### src/shared/timer8_pwm_defs.svh
// register offsets, field positions, reset values and prescaler masks of the 8-bit pwm timer
`ifndef TIMER8_PWM_DEFS_SVH
`define TIMER8_PWM_DEFS_SVH

`define T8_OFS_CTRL     8'h00
`define T8_OFS_COUNT    8'h04
`define T8_OFS_CMP_A    8'h08
`define T8_OFS_CMP_B    8'h0C
`define T8_OFS_FLAGS    8'h10
`define T8_OFS_STATE    8'h14

`define T8_F_WAVE_SEL   0
`define T8_F_ACTION     4
`define T8_F_CLK_SEL    8
`define T8_F_ASYNC      11
`define T8_F_PIN_DIR    12
`define T8_F_PORT_VAL   14

`define T8_CTRL_RST     16'h0000
`define T8_CTRL_WMASK   16'hFFF7
`define T8_COUNT_RST    8'h00
`define T8_CMP_RST      8'h00
`define T8_TOP_MAX      8'hFF
`define T8_BOTTOM       8'h00

`define T8_WAVE_PC_FF   3'h1
`define T8_WAVE_FAST_FF 3'h3
`define T8_WAVE_PC_A    3'h5
`define T8_WAVE_FAST_A  3'h7

`define T8_ACT_OFF      2'h0
`define T8_ACT_TOGGLE   2'h1
`define T8_ACT_NONINV   2'h2

`define T8_F_OVF        0
`define T8_F_CMPF       1

`define T8_DIV_1        10'h000
`define T8_DIV_8        10'h007
`define T8_DIV_32       10'h01F
`define T8_DIV_64       10'h03F
`define T8_DIV_128      10'h07F
`define T8_DIV_256      10'h0FF
`define T8_DIV_1024     10'h3FF

`endif

### src/shared/timer8_pwm_pkg.sv
// types shared by the 8-bit pwm timer
package timer8_pwm_pkg;
   typedef enum logic {DIR_UP, DIR_DOWN} dir_e;
   typedef logic [7:0] count_t;
   typedef logic [1:0] action_t;
endpackage : timer8_pwm_pkg

### src/verilog/timer8_pwm.sv
// 8-bit timer with fast and phase correct pwm, two compare channels, wishbone registers
//
// Design decisions made here: the register offsets and the Wishbone interface to the registers.
`timescale 1ns/1ps
`include "timer8_pwm_defs.svh"
// Notes on behaviour
// - waveform select 3 or 7: fast pwm, count bottom to top then restart.
// - fast pwm top is 0xFF for select 3, compare value a for select 7.
// - fast non-inverting: clear on match, set when counter goes to bottom.
// - fast inverting: set on match, clear when counter goes to bottom.
// - fast pwm counter increments to top, then clears on the next tick.
// - fast pwm sets overflow flag each time the counter reaches top.
// - fast pwm compare values double-buffered, loaded at top with overflow flag.
// - fast pwm action 1 toggles output a on each match.
// - fast pwm: compare a at bottom gives spike, at max a constant level.
// - waveform reaches the pin only when the pin direction bit selects output.
// - waveform select 1 or 5: phase correct, top 0xFF or compare value a.
// - phase correct counts up to top, holds top one tick, then counts down.
// - phase correct non-inverting: clear on up match, set on down match.
// - phase correct sets overflow flag each time the counter reaches bottom.
// - phase correct non-inverting: compare at bottom gives constant low, at max constant high.
// - phase correct forces up-match level at bottom when symmetry would break.
// - period 256 or 510 prescaled ticks with top 0xFF; prescale 1,8,32,64,128,256,1024.
// - tick is a clock enable; async mode ticks from the external oscillator.
// - output action 0 disconnects waveform, pin keeps its port value.
// - a software counter write blocks all compare matches in the next tick.
// - output action changes take effect immediately, not buffered.
module timer8_pwm (
   input  wire logic                  clk_i,
   input  wire logic                  rst_i,
   input  wire logic                  cyc_i,
   input  wire logic                  stb_i,
   input  wire logic                  we_i,
   input  wire logic [7:0]            adr_i,
   input  wire logic [3:0]            sel_i,
   input  wire logic [31:0]           dat_i,
   output      logic [31:0]           dat_o,
   output      logic                  ack_o,
   input  wire logic                  ext_osc_i,
   output      timer8_pwm_pkg::count_t counter_value_o,
   output      logic [1:0]            pin_out_o,
   output      logic [1:0]            pin_oe_o
);
   import timer8_pwm_pkg::*;

   logic [15:0]   ctrl;
   count_t        counter_value;
   dir_e          count_dir;
   count_t        compare_value [2];
   count_t        compare_active [2];
   logic [2:0]    flags;
   logic [1:0]    wave_output;
   logic [1:0]    match;
   logic [1:0]    sym_pending;
   logic          block_match;
   logic [9:0]    div;
   logic          osc_s1;
   logic          osc_s2;
   logic          osc_s3;

   logic [2:0]    waveform_select;
   logic [2:0]    clk_sel;
   logic          async_en;
   logic          fast_mode;
   logic          pc_mode;
   count_t        top;
   logic          at_top;
   logic          at_bot;
   logic          timer_tick;
   logic          base_en;
   logic [9:0]    div_mask;
   logic          req;
   logic          wr;
   logic          count_wr;
   logic          update;
   logic          ovf_set;
   logic [15:0]   next_ctrl;
   count_t        wr_byte;

   assign waveform_select = ctrl[`T8_F_WAVE_SEL +: 3];
   assign clk_sel         = ctrl[`T8_F_CLK_SEL +: 3];
   assign async_en        = ctrl[`T8_F_ASYNC];
   assign fast_mode = (waveform_select == `T8_WAVE_FAST_FF) || (waveform_select == `T8_WAVE_FAST_A);
   assign pc_mode   = (waveform_select == `T8_WAVE_PC_FF) || (waveform_select == `T8_WAVE_PC_A);
   assign top     = waveform_select[2] ? compare_active[0] : `T8_TOP_MAX;
   assign at_top  = (counter_value == top);
   assign at_bot  = (counter_value == `T8_BOTTOM);

   // bus: writes land on the edge where ack is seen high, so a request acts once per ack
   assign req      = cyc_i && stb_i;
   assign wr       = req && we_i && ack_o;
   assign wr_byte  = dat_i[7:0];
   assign count_wr = wr && sel_i[0] && (adr_i == `T8_OFS_COUNT);

   always_ff @(posedge clk_i) begin
      if (rst_i) begin
         ack_o <= 1'b0;
      end else begin
         ack_o <= req && !ack_o;
      end
   end

   always_ff @(posedge clk_i) begin
      if (rst_i) begin
         dat_o <= 32'h0000_0000;
      end else if (req && !ack_o) begin
         case (adr_i)
            `T8_OFS_CTRL:  dat_o <= {16'h0000, ctrl};
            `T8_OFS_COUNT: dat_o <= {24'h00_0000, counter_value};
            `T8_OFS_CMP_A: dat_o <= {24'h00_0000, compare_value[0]};
            `T8_OFS_CMP_B: dat_o <= {24'h00_0000, compare_value[1]};
            `T8_OFS_FLAGS: dat_o <= {29'h0000_0000, flags};
            `T8_OFS_STATE: dat_o <= {27'h0000_000, sym_pending, wave_output, count_dir == DIR_DOWN};
            default:       dat_o <= 32'h0000_0000;
         endcase
      end
   end

   always_comb begin
      next_ctrl = ctrl;
      if (sel_i[0]) begin
         next_ctrl[7:0] = dat_i[7:0];
      end
      if (sel_i[1]) begin
         next_ctrl[15:8] = dat_i[15:8];
      end
      next_ctrl = next_ctrl & `T8_CTRL_WMASK;
   end

   // actions are read live from ctrl, no shadow copy
   always_ff @(posedge clk_i) begin
      if (rst_i) begin
         ctrl <= `T8_CTRL_RST;
      end else if (wr && (adr_i == `T8_OFS_CTRL)) begin
         ctrl <= next_ctrl;
      end
   end

   // external oscillator synchronised, rising edge becomes the base enable
   always_ff @(posedge clk_i) begin
      if (rst_i) begin
         osc_s1 <= 1'b0;
         osc_s2 <= 1'b0;
         osc_s3 <= 1'b0;
      end else begin
         osc_s1 <= ext_osc_i;
         osc_s2 <= osc_s1;
         osc_s3 <= osc_s2;
      end
   end

   assign base_en = async_en ? (osc_s2 && !osc_s3) : 1'b1;

   always_comb begin
      case (clk_sel)
         3'h1:    div_mask = `T8_DIV_1;
         3'h2:    div_mask = `T8_DIV_8;
         3'h3:    div_mask = `T8_DIV_32;
         3'h4:    div_mask = `T8_DIV_64;
         3'h5:    div_mask = `T8_DIV_128;
         3'h6:    div_mask = `T8_DIV_256;
         default: div_mask = `T8_DIV_1024;
      endcase
   end

   always_ff @(posedge clk_i) begin
      if (rst_i) begin
         div <= 10'h000;
      end else if (base_en) begin
         div <= div + 10'h001;
      end
   end

   // tick is a one-cycle enable; select 0 stops the timer
   assign timer_tick = base_en && (clk_sel != 3'h0) && ((div & div_mask) == 10'h000);

   // load point of the compare buffers
   assign update = timer_tick && at_top && (fast_mode || (pc_mode && count_dir == DIR_UP));

   assign ovf_set = timer_tick && ((fast_mode && at_top) ||
                                   (pc_mode && at_bot && count_dir == DIR_DOWN) ||
                                   (!fast_mode && !pc_mode && counter_value == `T8_TOP_MAX));

   always_ff @(posedge clk_i) begin
      if (rst_i) begin
         counter_value <= `T8_COUNT_RST;
         count_dir     <= DIR_UP;
      end else if (count_wr) begin
         counter_value <= wr_byte;
      end else if (timer_tick) begin
         if (fast_mode) begin
            // wrap on the tick after reaching top
            counter_value <= at_top ? `T8_BOTTOM : counter_value + 8'h01;
         end else if (pc_mode) begin
            // one tick at top, then turn
            if (count_dir == DIR_UP) begin
               if (at_top) begin
                  count_dir     <= DIR_DOWN;
                  counter_value <= at_bot ? counter_value : counter_value - 8'h01;
               end else begin
                  counter_value <= counter_value + 8'h01;
               end
            end else if (at_bot) begin
               count_dir     <= DIR_UP;
               counter_value <= at_top ? counter_value : counter_value + 8'h01;
            end else begin
               counter_value <= counter_value - 8'h01;
            end
         end else begin
            counter_value <= counter_value + 8'h01;
            count_dir     <= DIR_UP;
         end
      end
   end

   // block every match of the tick after a counter write, even while stopped
   always_ff @(posedge clk_i) begin
      if (rst_i) begin
         block_match <= 1'b0;
      end else if (count_wr) begin
         block_match <= 1'b1;
      end else if (timer_tick) begin
         block_match <= 1'b0;
      end
   end

   always_ff @(posedge clk_i) begin
      if (rst_i) begin
         flags <= 3'h0;
      end else begin
         // hardware set wins over a write-one clear in the same cycle
         flags <= (flags & ~((wr && sel_i[0] && adr_i == `T8_OFS_FLAGS) ? dat_i[2:0] : 3'h0))
                | {match, ovf_set};
      end
   end

   generate
      for (genvar ch = 0; ch < 2; ch++) begin : g_chan
         logic    eff_up;
         action_t act;
         logic    chan_wr;

         assign act     = ctrl[`T8_F_ACTION + 2*ch +: 2];
         assign chan_wr = wr && sel_i[0] && (adr_i == (ch == 0 ? `T8_OFS_CMP_A : `T8_OFS_CMP_B));
         // match in the tick where counter equals compare
         assign match[ch] = timer_tick && !block_match && (counter_value == compare_active[ch]);
         // a match at top counts as down, at bottom as up
         assign eff_up = at_bot || (count_dir == DIR_UP && !at_top);

         always_ff @(posedge clk_i) begin
            if (rst_i) begin
               compare_value[ch] <= `T8_CMP_RST;
            end else if (chan_wr) begin
               compare_value[ch] <= wr_byte;
            end
         end

         // pwm modes load at top; other modes pass the value straight through
         always_ff @(posedge clk_i) begin
            if (rst_i) begin
               compare_active[ch] <= `T8_CMP_RST;
            end else if (update || (!fast_mode && !pc_mode)) begin
               compare_active[ch] <= compare_value[ch];
            end
         end

         // remember a period that would lose symmetry
         always_ff @(posedge clk_i) begin
            if (rst_i) begin
               sym_pending[ch] <= 1'b0;
            end else if ((update && compare_active[ch] == `T8_TOP_MAX && compare_value[ch] != `T8_TOP_MAX) ||
                         (count_wr && wr_byte > compare_active[ch])) begin
               sym_pending[ch] <= 1'b1;
            end else if (timer_tick && at_bot && count_dir == DIR_DOWN) begin
               sym_pending[ch] <= 1'b0;
            end
         end

         always_ff @(posedge clk_i) begin
            if (rst_i) begin
               wave_output[ch] <= 1'b0;
            end else if (fast_mode) begin
               // bottom action wins so compare at max stays constant
               if (timer_tick && at_top && act[1]) begin
                  wave_output[ch] <= ~act[0];
               end else if (match[ch] && act[1]) begin
                  wave_output[ch] <= act[0];
               end else if (match[ch] && act == `T8_ACT_TOGGLE && ch == 0) begin
                  wave_output[ch] <= ~wave_output[ch];
               end
            end else if (pc_mode && act[1]) begin
               // up match gives act[0], down match its inverse
               if (match[ch]) begin
                  wave_output[ch] <= eff_up ? act[0] : ~act[0];
               end else if (timer_tick && at_bot && count_dir == DIR_DOWN && sym_pending[ch]) begin
                  // take the up-match level at bottom
                  wave_output[ch] <= act[0];
               end
            end
         end

         always_ff @(posedge clk_i) begin
            if (rst_i) begin
               pin_out_o[ch] <= 1'b0;
               pin_oe_o[ch]  <= 1'b0;
            end else begin
               // action 0 gives the pin back to its port value
               pin_out_o[ch] <= (act != `T8_ACT_OFF) ? wave_output[ch] : ctrl[`T8_F_PORT_VAL + ch];
               pin_oe_o[ch]  <= ctrl[`T8_F_PIN_DIR + ch];
            end
         end
      end
   endgenerate

   always_ff @(posedge clk_i) begin
      if (rst_i) begin
         counter_value_o <= `T8_COUNT_RST;
      end else begin
         counter_value_o <= counter_value;
      end
   end
endmodule : timer8_pwm
### config.mk
export PLATFORM = sky130hd
export DESIGN_NAME = timer8_pwm
export DESIGN_NICKNAME = d
export VERILOG_FILES = /design/src/shared/timer8_pwm_pkg.sv /design/src/verilog/timer8_pwm.sv
export VERILOG_INCLUDE_DIRS = /design/src /design/src/shared
export SDC_FILE = /design/constraint.sdc
export NUM_CORES = 1
export LEC_CHECK = 0
export ABC_AREA = 1
export BUFFER_PORTS_ARGS = -buffer_cell sky130_fd_sc_hd__buf_2
export CORE_ASPECT_RATIO = 0.8
export CORE_MARGIN = 5
export CORE_UTILIZATION = 40
export CTS_CLUSTER_SIZE = 40
export DETAILED_ROUTE_END_ITERATION = 16
export GPL_ROUTABILITY_DRIVEN = 0
export SYNTH_ARGS = -nofsm -noshare
export SYNTH_HDL_FRONTEND = slang
export SYNTH_SLANG_ARGS = --single-unit
### constraint.sdc
create_clock -name clk_i -period 4.8 [get_ports clk_i]
set_clock_uncertainty 0.05 [all_clocks]
set_input_delay 0.48 -clock clk_i [delete_from_list [all_inputs] [get_ports clk_i]]
set_output_delay 0.48 -clock clk_i [all_outputs]
set_load 0.02 [all_outputs]
Yosys cells after proc, flatten, opt, wreduce, memory -nomap -nowiden
Memory sizes are Yosys's and may differ from the RTL's.
Cells that the tools add are included.
{ "op_classes": {"order_cmp": 2, "n_reduce_logical": 77, "n_eq_ne": 27, "add_sub_neg": 3, "muxes": 56, "bitwise_logic": 14} }
{ "ops": {"columns": ["op", "count"], "rows": [
  ["2-to-1 mux 8 bit", 15],
  ["case mux 16 bit (6 select lines)", 1],
  ["case mux 10 bit (6 select lines)", 1],
  ["logical AND 1 bit", 43],
  ["2-to-1 mux 1 bit", 38],
  ["== test 8 bit", 3],
  ["== test 8 bit, second input constant", 3],
  ["== test 8 x 4 -> 1 bit, second input constant", 2],
  ["== test 8 x 5 -> 1 bit, second input constant", 2],
  ["greater-than comparator 8 bit", 2],
  ["logical NOT 8 bit", 2],
  ["inequality test 8 bit, second input constant", 2],
  ["== test 3 bit, second input constant", 5],
  ["nonzero test 2 bit", 7],
  ["adder 10 x 1 -> 10 bit, second input constant", 1],
  ["AND 10 bit", 1],
  ["logical NOT 10 bit", 1],
  ["== test 3 x 2 -> 1 bit, second input constant", 3],
  ["logical OR 1 bit", 9],
  ["AND reduction 3 bit", 3],
  ["nonzero test 3 bit", 3],
  ["adder 8 x 1 -> 8 bit, second input constant", 1],
  ["== test 8 x 3 -> 1 bit, second input constant", 1],
  ["subtractor 8 x 1 -> 8 bit, second input constant", 1],
  ["13 further kinds", 29]
]} }
{ "word_totals": {"mem_count": 2, "output_inout_bits": 45, "ramBits": 32, "input_bits": 50, "regBits": 90, "elab_cells": 202} }
{ "mem_list": {"columns": ["memory", "words", "width", "read_ports", "rd_clocked_by_memory_dff", "write_ports", "line", "source"], "rows": [
  ["compare_active", 2, 8, 2, 0, 2, "timer8_pwm.sv:50", "count_t compare_active [2];"],
  ["compare_value", 2, 8, 2, 0, 2, "timer8_pwm.sv:49", "count_t compare_value [2];"]
]} }

Depth between registers and ports, before layout
Gate-level depths: netlist (run 1).
{ "logic_depth": {"ltp_word": 12, "depth_mapped": 17, "ltp_nobuf": 17} }

Worst setup path after synthesis (run 1)
OpenSTA, ideal clock, no wires.
{ "synth_path": {"path_kind": "in2reg", "start": "input port adr_i[1]", "end": "memory compare_value[0][0] in the netlist's numbering (enable)", "path_slack_ps": 2558, "arrival_time_ps": 1808, "stages": 4, "path_cell_list": "or2_4 nor3_1 nand2_1 o21ai_0"} }
{ "synth_rtl": {"columns": ["element", "line", "source"], "rows": [
  ["from (decl)", "timer8_pwm.sv:34", "input wire logic [7:0] adr_i,"],
  ["to (decl)", "timer8_pwm.sv:49", null]
]} }

==> results of run 1 <==
## worst max-delay path, stage by stage, from the launching register on
cell and delay, ps:
dfxtp_1 740, inv_1 130, nand2_1 90, nand2_1 60
nor2_2 110, nand2_2 70, nor2_4 120, nand2_4 100
nor2_8 140, nand2_4 70, nand3_1 520
## registers in the layout (all words and copies together), names as in the netlist, 2 cells and up
| name | flops |
|---|---|
| dat_o | 16 |
| flags | 3 |
| compare_active | 16 |
| pin_oe_o | 2 |
| counter_value_o | 8 |
| ctrl | 15 |
| compare_value | 16 |
| pin_out_o | 2 |
| wave_output | 2 |
| sym_pending | 2 |
| div | 10 |
| counter_value | 8 |
## path summary, 6_finish.rpt
kind | startpoint | end | slack [ps] | cells past startpoint
max | counter_value[2] | compare_active[1][1] | 2230 | 10
max reg2reg | counter_value[2] | compare_active[1][1] | 2230 | 10
min reg2reg | osc_s1 | osc_s2 | 360 | 2
min | ext_osc_i | osc_s1 | 270 | 3
## power by group through the flow
stage | Sequential, mW | Combinational, mW | Clock (mW)
after floorplan | 0.973 | 0.0973 | 0
after global routing | 0.950 | 0.158 | 0.781
after CTS | 0.948 | 0.141 | 0.745
after global placement | 0.969 | 0.140 | 0
after detailed placement | 0.969 | 0.141 | 0
final | 0.948 | 0.140 | 0.731
## routing by layer
layer	vias up	wire, um	share of wire, %
met5	-	0	0
met1	2348	8120	52
li1	2617	-	-
met3	19	794	5.0
met4	0	217	1.4
met2	127	6620	42
## stage by stage
step           power [mW]  util, %  std cells
2_1_floorplan        1.07        -        791
3_3_place_gp         1.11     43.7        999
3_5_place_dp         1.11     43.7        999
4_1_cts              1.83     45.8       1015
5_1_grt              1.89     45.8       1015
6_report             1.82     45.8       1015
## logic make-up (layout without fill, tap and decap cells)
logic type	count (synthesis)	count (layout)	share of synthesized area, %
AOI/OAI and AO/OA	145	145	13.6
xor gates and xnor gates	19	19	2.80
adders and majority gates	20	20	4.22
buffers and inverters	147	187	10.9
DFF	106	106	41.2
other	1	16	0.0632
and+or+nand+nor	338	338	27.2
## cell type report
class                      instances  share of cell area (%)
clock buffer                       9                    3.42
clock inverter                     7                    1.04
timing repair buffer              61                    4.67
multi-input combinational        538                    44.0
inverter                         110                    6.30
tap                              184                    3.49
sequential                       106                    37.1
## cell usage in the layout (no fill, tap or decap), types with 2 or more instances in the layout
cell type	instances
a21oi_1	61
a31oi_1	4
buf_2	60
clkbuf_16	9
clkinv_1	3
conb_1	16
dfxtp_1	74
edfxtp_1	32
ha_1	20
inv_1	88
inv_2	18
inv_8	2
nand2_1	144
nand2_2	7
nand2_4	3
nand3_1	41
nand3b_1	2
nand4_1	15
nor2_1	87
nor2_2	4
nor2_4	15
nor3_1	8
nor3_4	2
nor4_1	5
o211ai_1	11
o21ai_0	40
o21ai_1	12
o22ai_1	9
xor2_1	18
==> metrics.md, run 1 <==
| Metric | Value |
|---|---|
| Clk_lat worst skew | `around 360 ps` |
| GR Overflow Total | `0` |
| Drt drc | `0` |
| Share of the synthesized area in the top cell type | `roughly 25%` |
| Core ar. | `~0.014 mm2` |
| Tot GR Track Use | `18.3%` |
| Final WS setup | `roughly 2200 ps` |
| Num ports | `95` |
| Pwr dens | `approximately 280 mW/mm2` |
| Total CTS buffers | `9` |
| Worst hold slack | `approximately 270 ps` |
| Initial antenna violation count | `0` |
| Detailed Route WL | `around 16 mm` |
| Comb pwr share | `~7.7%` |
| Setup total negative slack | `0 ps` |
| Worst Tran Pin Value | `approximately 1100 ps` |
| Share of layout cells above drive strength 1 | `between 10% and 20%` |
| Min Clock Period, post-route | `2570 ps` |
| Wire length of the first global-routing pass | `~25 mm` |
| Syn Std Cell Area | `slightly below 0.006 mm2` |
| Part of the power in the clock network | `between 40% and 50%` |
| Setup Buffers After CTS | `0` |
| Achievable Freq | `slightly below 400 MHz` |
| EDFF count, synth | `32` |
| Critical path peak fanout | `16` |
| Syn_area_per_cell | `roughly 7.6 um2` |
| DR vias/cell | `slightly above 5` |
| Status | `finished clean` |
| Top-count cell post-synth | `nand2_1` |
| Wire length per cell | `between 15 and 20 um` |
| Hold-fix buffers, CTS | `0` |
| Top Usage Layer GRT | `met1` |
| Met3 usage | `under 10%` |
| Die height | `approximately 120 um` |
| Net Sw Frac | `between 20% and 30%` |
| Clock root buffer | `clkbuf_16` |
| Total number of vias | `between 5000 and 6000` |
| Initial core utilization | `41.2%` |
| Met2 usage | `between 20% and 30%` |
| Pre-antenna DRT Iters | `5` |
| Cells after Synth | `776` |
| H-tree levels | `3` |
| CTS max path bufs | `2` |
| Die X | `about 150 um` |
| Design area | `roughly 0.0066 mm2` |
| I/O Buffers | `60` |
| Met1 GRT Util | `between 20% and 30%` |
| Required time of the worst setup path | `4730 ps` |
| CP Class | `reg -> reg` |
| Top_reg_cell synth | `dfxtp_1` |
| Placed inst area | `approximately 0.0063 mm2` |
| Sequential Area | `about 0.0024 mm2` |
| Max_slew headroom | `22.7%` |
| Final ANT Viol Nets | `0` |
| Ant diodes | `0` |
| DPL Wire Length | `about 12 mm` |
| Synth area leader | `dfxtp_1` |
| Hold crit path type | `in -> reg` |
| Synth top area cells | `dfxtp_1, edfxtp_1, nand2_1` |
| #FFs+latches synth | `106` |
| PostCTS Resize Cnt | `0` |
| Clk pin slew, worst setup/hold paths | `around 80 ps` |
| Setup Slack @ Placement | `a little over 2000 ps` |
| Lkg Pwr | `around 3.0 nW` |
| Max Cap Viol | `0` |
| Register area share after synthesis | `between 40% and 50%` |
| Net Switching | `~470 uW` |
| Ys Warns | `0` |
| Final Hold Vio Count | `0` |
| Multi-input gate area | `between 0.002 and 0.003 mm2` |
| Arr. time, crit path | `2500 ps` |
| Final setup viols | `0` |
| CTS tree | `yes` |
| Layout area overhead | `11.0%` |
| Vias in the first global route | `~4700` |
| Int Pwr | `approximately 1.3 mW` |
| RSZ-0062 raised after global routing | `false` |
| FP Rows | `39` |
| Worst setup SP type | `flip-flop` |
| Clock Sinks | `between 100 and 150` |
| Synth cell count leaders | `nand2_1, inv_1, nor2_1, dfxtp_1, a21oi_1` |
| Sequential power share | `52.1%` |
| Largest net degree at the start of global routing | `45` |
| Final #Nets | `roughly 900` |
| Slew Limit Fails | `0` |
| Max VDD drop | `approximately 0.16 mV` |
| Total Die Area | `around 0.017 mm2` |
| Tcrit/Tclk final | `53.4%` |
| Critical Path Sink Type | `flip-flop` |
| Initial drt markers | `352` |
| Synth cell types | `between 40 and 50` |
| Ys async rst share | `0%` |
| Fill cells | `1460` |
Note: power is estimated with default switching activity, not from simulation.
==> inputs of run 2 (changes only) <==
--- a/config.mk
+++ b/config.mk
@@ -6,7 +6,7 @@
 export SDC_FILE = /design/constraint.sdc
 export NUM_CORES = 1
 export LEC_CHECK = 0
-export ABC_AREA = 1
+export ABC_AREA = 0
 export BUFFER_PORTS_ARGS = -buffer_cell sky130_fd_sc_hd__buf_2
 export CORE_ASPECT_RATIO = 0.8
 export CORE_MARGIN = 5
==> constraint.sdc (replaced) <==
create_clock -name clk_i -period 2.4 [get_ports clk_i]
set_clock_uncertainty 0.05 [all_clocks]
set_input_delay 0.24 -clock clk_i [delete_from_list [all_inputs] [get_ports clk_i]]
set_output_delay 0.24 -clock clk_i [all_outputs]
set_load 0.02 [all_outputs]
==> metrics.md, run 2 <==
| Metric | Value |
|---|---|
| Status | `finished with violations` |
| Failing checks | `setup timing` |
| Top flop regs | `compare_active x16, compare_value x16, dat_o x16` |
| FP Rows | `39 (unchanged)` |
| Lkg Pwr | `3.05 nW (+2.9%)` |
| Wire length per cell | `18.7 um (+21%)` |
| Top-count cell post-synth | `dfxtp_1` |
| Tot GR Track Use | `20.5% (+2.1 points)` |
| Initial core utilization | `41.0% (-0.21 points)` |
| EDFF count, synth | `32 (unchanged)` |
| Share of the synthesized area in the top cell type | `25.2% (+0.21 points)` |
| GR Overflow Total | `0 (unchanged)` |
| Worst Setup SP | `compare_active[0][0]` |
| I/O Buffers | `60 (unchanged)` |
| Worst R2R Start | `compare_active[0][0]` |
| Int Pwr | `2.80 mW (+110%)` |
| Max Cap Viol | `0 (unchanged)` |
| Drt drc | `0 (unchanged)` |
| Worst setup SP type | `flip-flop` |
| Clk pin slew, worst setup/hold paths | `80 ps (about the same)` |
| Part of the power in the clock network | `41.8% (+1.6 points)` |
| Final #Nets | `860 (-4.0%)` |
| Clock Sinks | `106 (unchanged)` |
| Core ar. | `0.0143 mm2 (-0.34%)` |
| Synth cell count leaders | `dfxtp_1, nor2_1, nand2_1, edfxtp_1, mux2i_1` |
| Final ANT Viol Nets | `0 (unchanged)` |
| Tcrit/Tclk final | `106% (+53 points)` |
| WL met3 | `1.61 mm (+100%)` |
| Hold crit path type | `in -> reg` |
| Final WS setup | `-145 ps (-2380 ps)` |
| Worst Tran Pin Value | `782 ps (-366 ps)` |
| Total number of vias | `5444 (+6.5%)` |
| Net Switching | `930 uW (+96%)` |
| Initial drt markers | `495 (+41%)` |
| DR vias/cell | `5.56 (+10%)` |
| Die height | `118 um (-0.39%)` |
| Total CTS buffers | `9 (unchanged)` |
| Min-Delay Startpoint | `ext_osc_i` |
| Clock root buffer | `clkbuf_16` |
| Synth cell types | `66 (+40%)` |
| DR top layer | `met4` |
| Critical Path Sink Type | `flip-flop` |
| Total Die Area | `0.0173 mm2 (-0.78%)` |
| Die X | `146 um (-0.39%)` |
| Wire length of the first global-routing pass | `28.4 mm (+12%)` |
| R2R Setup Slk | `-140 ps (-2380 ps)` |
| Min Clock Period, post-route | `2540 ps (-20.7 ps)` |
| Critical path peak fanout | `3 (-13)` |
| H-tree levels | `3 (unchanged)` |
| Clk_lat worst skew | `360 ps (about the same)` |
| Fill cells | `1352 (-7.4%)` |
| Synth area leader | `dfxtp_1` |
| Share of layout cells above drive strength 1 | `28.1% (+12 points)` |
| Layout area overhead | `27.0%` |
| Synth top area cells | `dfxtp_1, edfxtp_1, mux2i_1` |
| CTS max path bufs | `2 (unchanged)` |
| CP Class | `reg -> reg` |
| Pre-antenna DRT Iters | `5 (unchanged)` |
| Ys Warns | `0 (unchanged)` |
| Commonest non-fill, non-tap cell in the layout | `buf_4` |
| Detailed Route WL | `18.4 mm (+17%)` |
| Slew Limit Fails | `0 (unchanged)` |
| DPL Wire Length | `13.7 mm (+15%)` |
| CTS tree | `yes` |
| Net Sw Frac | `24.9% (-1.1 points)` |
| Sequential power share | `50.7% (-1.4 points)` |
| Largest net degree at the start of global routing | `53 (+18%)` |
| Achievable Freq | `393 MHz (+0.81%)` |
| RSZ-0062 raised after global routing | `true` |
| Overall power | `3.73 mW (+100%)` |
| Ant diodes | `0 (unchanged)` |
| Comb pwr share | `7.5% (-0.2 points)` |
| Final Hold Vio Count | `0 (unchanged)` |
| Num ports | `95 (unchanged)` |
| Register area share after synthesis | `41.5% (+0.35 points)` |
| Worst hold slack | `58.5 ps (-216 ps)` |
| Pwr dens | `499 mW/mm2 (+81%)` |
| Initial antenna violation count | `1 (+1)` |
| Syn Std Cell Area | `0.00588 mm2 (-0.84%)` |
| Commonest cells after routing, fill and taps aside | `buf_4, nor2_1, dfxtp_1` |
| Arr. time, crit path | `2750 ps (+250 ps)` |
| Max VDD drop | `0.363 mV (+130%)` |
| Met2 WL | `8.00 mm (+21%)` |
| Met1 wire length | `8.42 mm (+3.8%)` |
| Top_reg_cell synth | `dfxtp_1` |
| Final setup viols | `38 (+38)` |
| Syn_area_per_cell | `8.90 um2 (+16%)` |
| #FFs+latches synth | `106 (unchanged)` |
| Ys async rst share | `0% (unchanged)` |
| Cells after Synth | `661 (-15%)` |
| Required time of the worst setup path | `2600 ps (-2130 ps)` |
| Vias in the first global route | `5216 (+12%)` |
| Max_slew headroom | `47.7% (+25 points)` |
[run 2: changes by cell type in the layout (fill, tap and decap cells not counted), sizes merged, moves of 14 or more]
cell   change
nand2    -108
o21ai     -25
a21oi     -34
mux2i     +32
nand3     -14
and2      +30
buf       +93
nor2b     +21
inv       -80
nor2      -37
[run 2: repair_timing]
| action | CTS | global route |
|---|---|---|
| resized for setup | 14 | 39 |
| endpoints found under the setup margin | 41 | 42 |
| hold buffers | 0 | 0 |
| cloned | 0 | 2 |
| buffers inserted | 4 | 5 |
| hold endpoints to repair | 0 | 0 |
| pin swaps | 10 | 15 |
[run 2: area by class of cell]
class / instances / area, um2 / share of cell area (%)
Clock buffer: 9 / 225 / 3.01
Inverter: 28 / 106 / 1.42
Multi-Input combinational cell: 490 / 3290 / 44.0
Timing Repair Buffer: 155 / 1070 / 14.4
Sequential cell: 106 / 2460 / 32.9
Clock inverter: 7 / 90.1 / 1.21
Tap cell: 184 / 230 / 3.08
[run 2: worst paths after layout]
| kind | cells after the start | to |
|---|---|---|
| max | 8 | wave_output[0] |
| min | 2 | osc_s1 |
| max reg2reg | 8 | wave_output[0] |
| min reg2reg | 1 | osc_s2 |
[run 2: power groups by stage]
stage          clock (mW)  sequential, mW  combinational [mW]
2_1_floorplan           0            1.93               0.174
3_3_place_gp            0            1.93               0.263
3_5_place_dp            0            1.93               0.271
4_1_cts              1.59            1.89               0.272
5_1_grt              1.66            1.89               0.311
6_report             1.56            1.89               0.281
[run 2: routing by layer]
layer	global-route usage [%]	vias to the layer above
met3	4.59	31
met5	0	-
met4	4.90	0
met2	30.8	235
li1	-	2576
met1	29.9	2602
[run 2: per-stage QoR]
stage | instances | cell area (um2) | setup WS (ps) | setup TNS (ps) | util (%)
after CTS | 972 | 7260 | -140 | -140 | 50.6
after floorplan | 676 | 5970 | -26.9 | -26.9 | -
after global routing | 979 | 7470 | -285 | -7030 | 52.1
after detailed placement | 952 | 6880 | -155 | -1720 | 48.0
after global placement | 952 | 6880 | -87.1 | -860 | 48.0
final | 979 | 7470 | -145 | -2600 | 52.1
[run 2: logic make-up after synthesis]
group / share of synthesized area, %
and+or+nand+nor: 22.6
DFF: 41.5
adders and majority gates: 4.25
other: 0.0637
buffers and inverters: 6.29
AOI/OAI and AO/OA: 15.3
muxes: 6.66
xor gates and xnor gates: 3.27
[run 2: critical path, stage by stage (launching register included)]
cell and delay, ps:
edfxtp_1 460, a222oi_1 370, buf_4 180, nand2_1 70, or4_4 520, mux2_4 320, a311oi_2 190, a211oi_1 80
o41ai_2 190
==> inputs of run 3 (changes only) <==
--- a/config.mk
+++ b/config.mk
@@ -14,6 +14,7 @@
 export CTS_CLUSTER_SIZE = 40
 export DETAILED_ROUTE_END_ITERATION = 16
 export GPL_ROUTABILITY_DRIVEN = 0
+export SKIP_CTS_REPAIR_TIMING = 1
 export SYNTH_ARGS = -nofsm -noshare
 export SYNTH_HDL_FRONTEND = slang
 export SYNTH_SLANG_ARGS = --single-unit
==> metrics.md, run 3 (same netlist as run 2, synthesis figures left out) <==
| Metric | Value |
|---|---|
| Core ar. | `0.0143 mm2 (unchanged)` |
| Clk_lat worst skew | `350 ps (about the same)` |
| Hold crit path type | `in -> reg` |
| Total CTS buffers | `9 (unchanged)` |
| Worst setup SP type | `flip-flop` |
| Total Die Area | `0.0173 mm2 (unchanged)` |
| Top flop regs | `compare_active x16, compare_value x16, dat_o x16` |
| Final WS setup | `-196 ps (-51.6 ps)` |
| DPL Wire Length | `13.7 mm (unchanged)` |
| Commonest non-fill, non-tap cell in the layout | `buf_4` |
| Commonest cells after routing, fill and taps aside | `buf_4, nor2_1, dfxtp_1` |
| Min Clock Period, post-route | `2600 ps (+51.6 ps)` |
| Largest net degree at the start of global routing | `53 (unchanged)` |
| Die X | `146 um (unchanged)` |
| Vias in the first global route | `5187 (-0.56%)` |
| Final #Nets | `862 (+0.23%)` |
| Top Usage Layer GRT | `met2` |
| Wire length of the first global-routing pass | `28.1 mm (-1.2%)` |
| Die height | `118 um (unchanged)` |
| Initial antenna violation count | `1 (unchanged)` |
| Met1 GRT Util | `29.4% (-0.51 points)` |
| Max VDD drop | `0.364 mV (+0.29%)` |
| Total number of vias | `5510 (+1.2%)` |
| FP Rows | `39 (unchanged)` |
| Worst hold slack | `59.4 ps (+0.874 ps)` |
| Clock Sinks | `106 (unchanged)` |
| Worst Tran Pin Value | `807 ps (+25.5 ps)` |
| Failing checks | `setup timing` |
| Hold path cells | `2 (unchanged)` |
| DR vias/cell | `5.62 (+1.0%)` |
| Pre-antenna DRT Iters | `5 (unchanged)` |
| Pwr dens | `498 mW/mm2 (-0.12%)` |
| Num ports | `95 (unchanged)` |
| Critical Path Sink Type | `flip-flop` |
| Lkg Pwr | `3.06 nW (+0.33%)` |
| Critical path peak fanout | `4 (+1)` |
| Detailed Route WL | `18.5 mm (+0.66%)` |
| Required time of the worst setup path | `2600 ps (about the same)` |
| Status | `finished with violations` |
| Final ANT Viol Nets | `0 (unchanged)` |
| Ant diodes | `0 (unchanged)` |
| Achievable Freq | `385 MHz (-2.0%)` |
| CP Class | `reg -> reg` |
| Initial drt markers | `542 (+9.5%)` |
| Tcrit/Tclk final | `108% (+2.1 points)` |
| Layout area overhead | `27.3%` |
| GR Overflow Total | `0 (unchanged)` |
| Met3 usage | `4.97% (+0.38 points)` |
| Initial core utilization | `41.0% (unchanged)` |
| RSZ-0062 raised after global routing | `true` |
| Wire length per cell | `18.8 um (+0.45%)` |
| Met2 usage | `30.2% (-0.63 points)` |
| Drt drc | `0 (unchanged)` |
| H-tree levels | `3 (unchanged)` |
| Max Cap Viol | `0 (unchanged)` |
| Share of layout cells above drive strength 1 | `28.1% (+0.055 points)` |
| Clock root buffer | `clkbuf_16` |
| Arr. time, crit path | `2800 ps (+50 ps)` |
| Final setup viols | `41 (+7.9%)` |
| Final Hold Vio Count | `0 (unchanged)` |
| R2R cell count | `8 (unchanged)` |
| Fill cells | `1348 (-0.30%)` |
| Clk pin slew, worst setup/hold paths | `80 ps (about the same)` |
| Tot GR Track Use | `20.2% (-0.24 points)` |
| CTS tree | `yes` |
| Post-route core utilization | `52.2% (+0.12 points)` |
| Slew Limit Fails | `0 (unchanged)` |
| Max_slew headroom | `46.0% (-1.7 points)` |
| I/O Buffers | `60 (unchanged)` |
| CTS max path bufs | `2 (unchanged)` |
run 3: power by group:
group / switching [mW] / total [mW] / leakage (nW) / internal (mW)
sequential: 0.0237 / 1.89 / 0.959 / 1.87
clock: 0.726 / 1.56 / 0.154 / 0.834
combinational: 0.183 / 0.282 / 1.95 / 0.0991
run 3: path summary, 6_finish.rpt:
kind	from	to	slack (ps)
worst min register to register	osc_s1	osc_s2	390
worst max register to register	counter_value[5]	wave_output[0]	-200
worst max-delay path	counter_value[5]	wave_output[0]	-200
worst min-delay path	ext_osc_i	osc_s1	60
run 3: final cells by class:
| type | count | area [um2] | area share (%) |
|---|---|---|---|
| well taps | 184 | 230 | 3.07 |
| clock inverters | 7 | 90.1 | 1.20 |
| flip-flops and latches | 106 | 2450 | 32.7 |
| multi-input cells | 490 | 3270 | 43.6 |
| inverters | 28 | 105 | 1.40 |
| clock buffers | 9 | 225 | 3.01 |
| repair buffers | 157 | 1120 | 14.9 |
run 3: layer usage:
metal / vias up / wire length (um)
met4: 0 / 400
met2: 265 / 7920
met3: 38 / 1690
li1: 2588 / -
met1: 2619 / 8460
met5: - / 0
run 3: worst max-delay path, stage by stage (launching register included):
cell and delay, ps:
dfxtp_2 350, nor2b_1 160, a2111oi_4 450, buf_4 200, nand2_1 50, or4b_2 650, a21oi_2 170, a21oi_1 110
o41ai_2 310
run 3: metrics by stage:
step | total power [mW] | setup slack, ps | instance area [um2] | setup TNS, ps | instances
3_5_place_dp | 2.20 | -155 | 6880 | -1720 | 952
5_1_grt | 3.86 | -289 | 7490 | -5490 | 981
4_1_cts | 3.75 | -206 | 7200 | -2440 | 968
3_3_place_gp | 2.19 | -87.1 | 6880 | -860 | 952
2_1_floorplan | 2.10 | -26.9 | 5970 | -26.9 | 676
6_report | 3.73 | -196 | 7490 | -2430 | 981
